`src/hw/shp_defines.vh`:
```
// Constants of the SPI host register port
`ifndef SHP_DEFINES_VH
`define SHP_DEFINES_VH
`define SHP_SEL_UART 2'h0
`define SHP_SEL_SPI 2'h2
`define SHP_SEL_I2C 2'h1
`define SHP_SEL_I2CL 2'h3
`define SHP_DIR_BIT 0
`define SHP_ADDR_MSB 7
`define SHP_ADDR_LSB 1
`define SHP_BIT_CNT_MAX 3'h7
`define SHP_STRAP_WAIT 2'h2
`define SHP_FIFO_ADDR_DEF 7'h05
`define SHP_MAX_RATE_KBPS 10000
`define SHP_CLK_MHZ 250
`endif

```
`src/hw/shp_sync.v`:
```
// Two-flop synchroniser for a group of input pins
`timescale 1ns/1ps
module shp_sync #(
  parameter WIDTH = 3
) (
  input wire clk,
  input wire rst,
  input wire [WIDTH-1:0] din,
  output wire [WIDTH-1:0] dout
);
  reg [WIDTH-1:0] meta_ff; // First stage, read only by the second
  reg [WIDTH-1:0] sync_ff; // Second stage, safe to use
  // Two stages, reset to all zeros
  always @(posedge clk) begin
    if (rst) begin
      meta_ff <= {WIDTH{1'b0}};
      sync_ff <= {WIDTH{1'b0}};
    end else begin
      meta_ff <= din;
      sync_ff <= meta_ff;
    end
  end
  assign dout = sync_ff;
endmodule // shp_sync

```
`src/hw/shp_port.v`:
```
// SPI slave port giving a host byte-wise access to the register space
// Function
// - Two straps select UART, SPI, I2C, I2C-alternate
// - Reset port, then sample straps after reset
// - Slave only; master drives SCK and MOSI
// - Link rate up to 10 Mbit/s
// - Slave select high resets and ignores link
// - Bytes shift most significant bit first
// - Device updates MISO on falling SCK edges
// - SCK idles low; sample on rising edge
// - Address byte: bit0 read flag, bits7-1 address
// - Read burst returns previous address data
// - Write: address then data; MISO meaningless
// - Burst write increments address per byte
// - FIFO address write never increments
`timescale 1ns/1ps
`include "shp_defines.vh"
module shp_port #(
  parameter [6:0] FIFO_ADDR = `SHP_FIFO_ADDR_DEF
) (
  input wire CLK_SYS,
  input wire RESET,
  input wire HOST_PORT_STRAP_ZERO,
  input wire HOST_PORT_STRAP_ONE,
  input wire SCK,
  input wire MOSI,
  input wire SLAVE_SELECT_N,
  output reg MISO,
  output reg MISO_OE,
  output reg [1:0] HOST_SEL,
  output reg SPI_ACTIVE,
  output reg [6:0] REG_ADDR,
  output reg [7:0] REG_WDATA,
  output reg REG_WR,
  output reg REG_RD,
  input wire [7:0] REG_RDATA
);
  // Link rate budget: at 250 MHz a 10 Mbit/s bit lasts 25 cycles, so each SCK
  // phase spans about twelve cycles. An edge reaches the sequencer after the two
  // sync flops, as the detect compares against the held previous level, and MISO
  // moves one cycle later: about three cycles of the twelve. A faster link keeps this sync depth while each phase outlasts three cycles.
  localparam [1:0] ST_ADDR = 2'h0;  // Awaiting address byte
  localparam [1:0] ST_READ = 2'h1;  // Read burst in progress
  localparam [1:0] ST_WRITE = 2'h2; // Write burst in progress

  wire [4:0] pins_s; // Synchronised pins: straps, sck, mosi, select
  reg sck_d_ff; // Previous synchronised SCK for edge detection
  reg [1:0] state_ff; // Command sequencer
  reg [2:0] bit_cnt_ff; // Bits received in current byte
  reg [6:0] shift_in_ff; // Received bits, MSB first
  reg [7:0] shift_out_ff; // Byte being presented on MISO
  reg [1:0] strap_wait_ff; // Cycles since reset release, saturating
  reg rd_pend_ff; // Read data must be loaded next cycle
  reg [6:0] wr_addr_ff; // Next write target

  wire sck_s = pins_s[2];
  wire mosi_s = pins_s[1];
  wire sel_n_s = pins_s[0];
  wire sck_rise = sck_s & ~sck_d_ff;
  wire sck_fall = ~sck_s & sck_d_ff;
  wire [7:0] byte_in = {shift_in_ff, mosi_s};
  wire spi_mode = (HOST_SEL == `SHP_SEL_SPI);

  // Register address field of a received byte; used by the address and read states
  function [6:0] addr_of;
    input [7:0] b;
    begin
      addr_of = b[`SHP_ADDR_MSB:`SHP_ADDR_LSB];
    end
  endfunction

  // All pins cross into the system clock through two flops.
  // SCK, MOSI and select share one stage chain, so the order in which they
  // change on the wire is kept; the straps are levels and the delay is harmless.
  shp_sync #(.WIDTH(5)) u_sync (
    .clk(CLK_SYS),
    .rst(RESET),
    .din({HOST_PORT_STRAP_ONE, HOST_PORT_STRAP_ZERO, SCK, MOSI, SLAVE_SELECT_N}),
    .dout(pins_s)
  );

  // Strap capture: the synchroniser is cleared by reset as well, so its output
  // shows the real strap levels only from the second edge after release.
  // Taking the straps any earlier would latch the cleared value as UART.
  always @(posedge CLK_SYS) begin
    if (RESET) begin
      strap_wait_ff <= 2'h0;
      HOST_SEL <= `SHP_SEL_UART;
      SPI_ACTIVE <= 1'b0;
    end else begin
      // Count up once, then rest until the next reset
      if (strap_wait_ff != 2'h3) begin
        strap_wait_ff <= strap_wait_ff + 2'h1;
      end
      // Both stages now hold pin levels sampled after release
      if (strap_wait_ff == `SHP_STRAP_WAIT) begin
        // Strap one is high bit, strap zero low bit of the select code
        HOST_SEL <= {pins_s[4], pins_s[3]};
        SPI_ACTIVE <= ({pins_s[4], pins_s[3]} == `SHP_SEL_SPI);
      end
    end
  end

  // Link engine: shifts on SCK edges found by the system clock.
  // Read data must come back within one cycle of REG_RD, because the first
  // MISO bit of the next slot leaves on the very next detected SCK fall.
  // The edge detector resets to zero, the idle level of SCK, so no false
  // rising edge follows reset.
  always @(posedge CLK_SYS) begin
    if (RESET) begin
      // Outputs quiet and sequencer at the address byte while in reset
      sck_d_ff <= 1'b0;
      state_ff <= ST_ADDR;
      bit_cnt_ff <= 3'h0;
      shift_in_ff <= 7'h00;
      shift_out_ff <= 8'h00;
      rd_pend_ff <= 1'b0;
      wr_addr_ff <= 7'h00;
      MISO <= 1'b0;
      MISO_OE <= 1'b0;
      REG_ADDR <= 7'h00;
      REG_WDATA <= 8'h00;
      REG_WR <= 1'b0;
      REG_RD <= 1'b0;
    end else begin
      sck_d_ff <= sck_s;
      REG_WR <= 1'b0;
      REG_RD <= 1'b0;
      if (sel_n_s | ~spi_mode) begin
        // Deselected: sequencer held reset, partial byte dropped.
        // A cut byte never reaches the strobe logic, so no half write lands.
        state_ff <= ST_ADDR;
        bit_cnt_ff <= 3'h0;
        rd_pend_ff <= 1'b0;
        shift_out_ff <= 8'h00;
        MISO_OE <= 1'b0;
        MISO <= 1'b0;
      end else begin
        MISO_OE <= 1'b1;
        // Register read data arrives one cycle after the strobe
        if (rd_pend_ff) begin
          rd_pend_ff <= 1'b0;
          shift_out_ff <= REG_RDATA;
        end
        if (sck_rise) begin
          // Sample MOSI on the rising edge
          shift_in_ff <= byte_in[6:0];
          bit_cnt_ff <= bit_cnt_ff + 3'h1;
          if (bit_cnt_ff == `SHP_BIT_CNT_MAX) begin
            // Full byte received; only now act on it
            case (state_ff)
              ST_ADDR: begin
                // First byte of a frame: bit 0 picks read or write
                if (byte_in[`SHP_DIR_BIT]) begin
                  // Read: strobe now, data lands in the next cycle
                  state_ff <= ST_READ;
                  REG_ADDR <= addr_of(byte_in);
                  REG_RD <= 1'b1;
                  rd_pend_ff <= 1'b1;
                end else begin
                  // Write: keep the address until the first data byte
                  state_ff <= ST_WRITE;
                  wr_addr_ff <= addr_of(byte_in);
                end
              end
              ST_READ: begin
                // Each slot names the next address; 00h also strobes a read of address 00h
                REG_ADDR <= addr_of(byte_in);
                REG_RD <= 1'b1;
                rd_pend_ff <= 1'b1;
              end
              ST_WRITE: begin
                // Whole byte in hand: commit it at the running address
                // The FIFO address stays put so a burst streams into it
                REG_ADDR <= wr_addr_ff;
                REG_WDATA <= byte_in;
                REG_WR <= 1'b1;
                if (wr_addr_ff != FIFO_ADDR) begin
                  wr_addr_ff <= wr_addr_ff + 7'h01;
                end else begin
                  wr_addr_ff <= wr_addr_ff;
                end
              end
              default: begin
                // Unused code: fall back to waiting for an address
                state_ff <= ST_ADDR;
              end
            endcase
          end
        end
        if (sck_fall) begin
          // MISO moves on falling edge; stable across next rise
          if (bit_cnt_ff == 3'h0) begin
            // Byte boundary: present MSB of loaded data; write gives zero
            MISO <= (state_ff == ST_READ) ? shift_out_ff[7] : 1'b0;
          end else begin
            MISO <= (state_ff == ST_READ) ? shift_out_ff[7] : 1'b0;
          end
          if (state_ff == ST_READ) begin
            shift_out_ff <= {shift_out_ff[6:0], 1'b0};
          end
        end
      end
    end
  end
endmodule // shp_port

```
`config.mk`:
```
export PLATFORM = sky130hd
export DESIGN_NAME = shp_port
export DESIGN_NICKNAME = d
export VERILOG_FILES = /design/src/hw/shp_sync.v /design/src/hw/shp_port.v
export VERILOG_INCLUDE_DIRS = /design/src /design/src/hw
export SDC_FILE = /design/constraint.sdc
export NUM_CORES = 1
export LEC_CHECK = 0
export ABC_AREA = 0
export BUFFER_PORTS_ARGS = -buffer_cell sky130_fd_sc_hd__buf_2
export CAP_MARGIN = 20
export CORE_MARGIN = 4
export CORE_UTILIZATION = 51
export CTS_BUF_LIST = sky130_fd_sc_hd__clkbuf_4 sky130_fd_sc_hd__clkbuf_8 sky130_fd_sc_hd__clkbuf_16
export DETAILED_ROUTE_END_ITERATION = 7
export HOLD_SLACK_MARGIN = 0.06
export PLACE_DENSITY_LB_ADDON = 0.3
export SLEW_MARGIN = 20
export SYNTH_ARGS = -nofsm -noshare
export SYNTH_HDL_FRONTEND = slang
export SYNTH_SLANG_ARGS = --single-unit
export TNS_END_PERCENT = 100
```
`constraint.sdc`:
```
create_clock -name CLK_SYS -period 1.8 [get_ports CLK_SYS]
set_clock_uncertainty 0.2 [all_clocks]
set_input_delay 0 -clock CLK_SYS [delete_from_list [all_inputs] [get_ports CLK_SYS]]
set_output_delay 0 -clock CLK_SYS [all_outputs]
set_load 0.005 [all_outputs]
```
# Word-level counts from Yosys, hierarchy flattened
# Index checks and enable logic that the tools add are counted.
[word_totals]
reg_bits = 62
inputBits = 15
out_inout_bits = 22
[classes]
addsub = 3
eq_ne = 11
mux = 15
bitwise = 10
n_reduce_logical = 11
[ops]
columns = ["op", "n"]
rows = [
  ["$mux W8", 3],
  ["$mux W7", 3],
  ["$pmux W7 S3", 1],
  ["$pmux W7 S2", 1],
  ["$eq A2 B2 Y1 const B", 4],
  ["$add A7 B1 Y7 const B", 1],
  ["$ne A7 B3 Y1 const B", 1],
  ["$not A1 Y1", 7],
  ["$ne A2 B2 Y1 const B", 3],
  ["$reduce_and A6 Y1", 1],
  ["$reduce_and A5 Y1", 1],
  ["$mux W1", 4],
  ["$pmux W2 S2", 1],
  ["$reduce_and A4 Y1", 1],
  ["$reduce_or A2 Y1", 2],
  ["$reduce_or A4 Y1", 1],
  ["$add A3 B1 Y3 const B", 1],
  ["$eq A3 B3 Y1 const B", 1],
  ["$reduce_and A3 Y1", 1],
  ["$reduce_bool A3 Y1", 1],
  ["$add A2 B1 Y2 const B", 1],
  ["$and A1 B1 Y1", 2],
  ["$eq A2 B1 Y1 const B", 1],
  ["$logic_not A2 Y1", 1],
  ["6 further kinds", 6],
]

# Logic depth before layout (Yosys ltp)
[depth]
ltp_word = 5
mapped_depth = 8
mapped_depth_nobuf = 6

# By module
# A second synthesis with hierarchy kept.
[hier_totals]
hier_cells = 282
hier_area_um2 = 2652.5
[modules_own_cells]
columns = ["mod", "instances", "cells_per_inst", "area_per_inst_um2", "seq_area_each_um2"]
rows = [
  ["shp_port", 1, 262, 2389.8, 1041.0],
  ["shp_sync", 1, 20, 262.8, 200.2],
]

# Worst setup path after synthesis
# Ideal clock, no wire load.
[synth_path]
path_kind = "register -> register"
from = "reg bit_cnt_ff[0]"
to = "reg REG_WDATA[0]"
setup_ns = 0.128
arrival_time_ns = 1.565
slack_ns = -0.093
path_stages_with_launch = 8
n_path_buf = 1
path_cell_list = "dfxtp_1 ha_1 ha_1 nand3b_1 or3_1 buf_2 mux2i_1 nor2_1"
[synth_via]
elab_chain_cells = 2
[synth_rtl]
columns = ["element", "line_no", "rtl"]
rows = [
  ["from (decl)", "shp_port.v:49", "reg [2:0] bit_cnt_ff;"],
  ["from (signal assigned)", "shp_port.v:148", "bit_cnt_ff <= bit_cnt_ff + 3'h1;"],
  ["$eq A3 B3 Y1 (no line)", "n/a", ""],
  ["$reduce_and A4 Y1 (no line)", "n/a", ""],
  ["to (signal assigned)", "shp_port.v:176", "REG_WDATA <= byte_in;"],
  ["to (decl)", "shp_port.v:33", "output reg [7:0] REG_WDATA,"],
]
# Every way passes these cells.
# A chain may end at the register's enable or synchronous reset.

# Worst setup path after layout
[layout_path]
from = "reg state_ff[1]"
to = "reg REG_ADDR[4]"
[layout_via]
elab_chain_cells = 3
[layout_rtl]
columns = ["element", "line_no", "rtl"]
rows = [
  ["from (decl)", "shp_port.v:48", "reg [1:0] state_ff;"],
  ["from (signal assigned)", "shp_port.v:113", "state_ff <= ST_ADDR;"],
  ["from (signal assigned)", "shp_port.v:132", "state_ff <= ST_ADDR;"],
  ["from (signal assigned)", "shp_port.v:156", "state_ff <= ST_READ;"],
  ["$eq A2 B1 Y1, or another cell as far along", "shp_port.v:151", "case (state_ff)"],
  ["$reduce_bool A3 Y1 (no line) or $ne A2 B1 Y1 (tied branches)", "n/a", ""],
  ["$reduce_and A5 Y1 (no line)", "n/a", ""],
  ["to (signal assigned)", "shp_port.v:157", "REG_ADDR <= addr_of(byte_in);"],
  ["to (signal assigned)", "shp_port.v:168", "REG_ADDR <= addr_of(byte_in);"],
  ["to (signal assigned)", "shp_port.v:175", "REG_ADDR <= wr_addr_ff;"],
  ["to (decl)", "shp_port.v:32", "output reg [6:0] REG_ADDR,"],
]
# Several ways; a longest one is shown, not always the timed one.

==> qor.yml <==
status: "finished with violations"
violations: "setup timing"
antenna_cells: 0
cts.sinks: 62
gp_congestion: 0.855
crit_fanout: 6
rows: 26
slew_headroom_pct: 67.6
hold_path.class: "input pin to flop"
grt_pass1_wl_mm: 10.4
grtUsageTotal_pct: 21.2
dp_hpwl_mm: 4.00
rsz0062_at_grt: "yes"
cp-start-kind: "flop"
postRouteAntennaNets: 0
path_class: "flop to flop"
worst_pin_slew_ns: 0.486
clk_pin_slew_worst_paths_ns: 0.07
total_power_mw: 2.68
dieArea_mm2: 0.00643
setup_violations: 17
design_area_mm2: 0.00380
ys_warn_count: 0
cts_made_buffers: 9
synth_top_area_share_pct: 46.7
dp_slack_ns: -0.172
final_hold_viol_count: 0
cts_max_level: 3
postSynthAreaPerCell_um2: 9.39
yosys.cell_types.count: 42
route.detailed.drc: 0
grt_max_degree: 35
cts_root_buf: "clkbuf_8"
async_flop_share_pct: 0
p_per_area_mw_per_mm2: 703
insertion_delay_ns: 0.34
layout-drive-gt1-share_pct: 35.5
synth.top_cells.by_area: "dfxtp_1, mux2i_1, nor2_1, ha_1, a21oi_1"
vdd_drop_max_mv: 0.603
r2r_setup_slack_ns: -0.1
report.final.slew_viol_count: 0
period_share_pct: 105
period_minus_slack_ns: 1.90
drt_iter0_markers: 215
stdcell_count: 450
maxCapViolCount: 0
synthesis.area_mm2: 0.00266
cts_tree: "yes"
first_pass_iters: 4
cts_max_path_buffers: 2
synth_seq_cells: 62
max_freq_ghz: 0.527
cp.arrival_ns: 1.95
synth_top_flop_cell: "dfxtp_1"
dieHeight_um: 80.2
synth_fp_nets: 308
ys_seq_area_share_pct: 46.7
crit_chain: "inv_2 -> ha_4 -> nor2b_4 -> buf_6 -> nor4_4 -> buf_4 -> nor2_1 -> a311oi_1"
cp_slowest_cell: "dfxtp_2"
p_leak_nw: 1.57
slowest_delay_ns: 0.35
yosys.area.top_type: "dfxtp_1"
vias: 2414
synthCells: 283
via_per_inst: 5.36
core_mm2: 0.00507
die_w_um: 80.2
io_pins: 37
area_growth_syn_to_layout_pct: 43.2
port_buffers: 36
start_util_pct: 52.3
synth_edf_count: 0
grt-ovfl-total: 0
routed_wl_mm: 6.50
postPlaceCellArea_mm2: 0.00315
place_inst: 404
wl_per_cell_um: 14.5
antenna_found_initial: 0
timing.final.ws_setup_ns: -0.0959
end_kind: "flop"
finish.net_count: 400
crit_required_ns: 1.85
grt_pass1_vias: 2287
metrics by stage:
step / TNS, ns / util, % / hold WS [ns]
floorplan: -0.386 / - / -0.0718
global placement: -0.984 / 62.0 / 0.0106
CTS: -0.328 / 71.5 / 0.191
finish: -1.04 / 75.0 / 0.195
detailed placement: -1.80 / 62.0 / 0.0155
global route: -2.77 / 75.0 / 0.218
sequential cells by signal, indices dropped and copies added, names as in the netlist:
signal / flops
REG_WDATA: 8
REG_WR: 1
wr_addr_ff: 7
MISO: 1
u_sync.dout: 5
MISO_OE: 1
SPI_ACTIVE: 1
bit_cnt_ff: 3
HOST_SEL: 2
REG_ADDR: 7
state_ff: 2
u_sync.meta_ff: 5
sck_d_ff: 1
shift_out_ff: 8
strap_wait_ff: 2
rd_pend_ff: 1
shift_in_ff: 7
final cells by class:
cell class                      count  area (µm²)
Sequential cell                    62        1250
Inverter                            9        33.8
Timing Repair Buffer               98         742
Clock inverter                      5        33.8
Fill cell                         348        1270
Tap cell                           70        87.6
Clock buffer                       11         151
Multi-Input combinational cell    195        1510
placed cells by master, fill, tap and decap left out, types with 6 or more instances in the layout:
master	synthesis	final
a21oi_1	22	22
mux2i_1	23	23
buf_4	0	34
dfxtp_1	62	58
clkbuf_8	0	11
nand4_1	8	8
dlygate4sd3_1	0	17
nand3_1	11	10
buf_2	3	36
nor2_1	36	30
nor2b_1	14	13
inv_1	8	6
nand2_1	14	14
buf_6	1	9
a211oi_2	3	6
logic make-up after synthesis:
family / Yosys count / share of synthesized area [%]
multiplexers: 23 / 8.67
AO/OA/AOI/OAI: 55 / 14.2
AND/OR/NAND/NOR: 105 / 21.0
XOR/XNOR: 2 / 0.660
buffers and inverters: 26 / 4.10
adder cells (fa/ha/maj): 10 / 4.71
flip-flops: 62 / 46.7
cell usage after synthesis, types with 6 or more instances:
master / instances
ha_1: 10
clkbuf_1: 11
dfxtp_1: 62
nor2_1: 36
inv_1: 8
a21oi_1: 22
nand3_1: 11
o41ai_1: 6
a211oi_1: 8
mux2i_1: 23
nand2_1: 14
nor2b_1: 14
nand4_1: 8
what timing repair did:
item                                    4_1_cts  5_1_grt
endpoints found under the setup margin       22       24
gates resized for setup                      19       24
hold buffers                                 17        0
pin swaps                                     6       18
endpoints found under the hold margin        21        0
cloned                                        0        0
buffers inserted                              6        8
metal layers:
metal  routed length, µm  global-route usage (%)  vias up
met3                 321                    4.82       13
met4                 115                    12.0        0
met2                3310                    36.4       55
met5                   0                       0        -
met1                2760                    23.9     1156
li1                    -                       -     1190
where the power goes:
| group | switching (mW) | total, mW | internal [mW] |
|---|---|---|---|
| combinational | 0.0706 | 0.153 | 0.0827 |
| clock | 0.541 | 1.11 | 0.571 |
| sequential | 0.0157 | 1.41 | 1.40 |
worst paths after layout:
check / endpoint / cells past startpoint / startpoint
max: REG_ADDR[4] / 8 / state_ff[1]
min: u_sync.meta_ff[3] / 3 / HOST_PORT_STRAP_ZERO
max reg2reg: REG_ADDR[4] / 8 / state_ff[1]
min reg2reg: u_sync.dout[0] / 1 / u_sync.meta_ff[0]
critical path: cells and delay by family (launching register included):
family / cells / cell delay, ns
compound gates: 1 / 0.22
fa+ha+maj: 1 / 0.15
buf+inv: 3 / 0.40
flops: 1 / 0.35
simple gates: 3 / 0.48
Power figures use the tool's default switching activity.
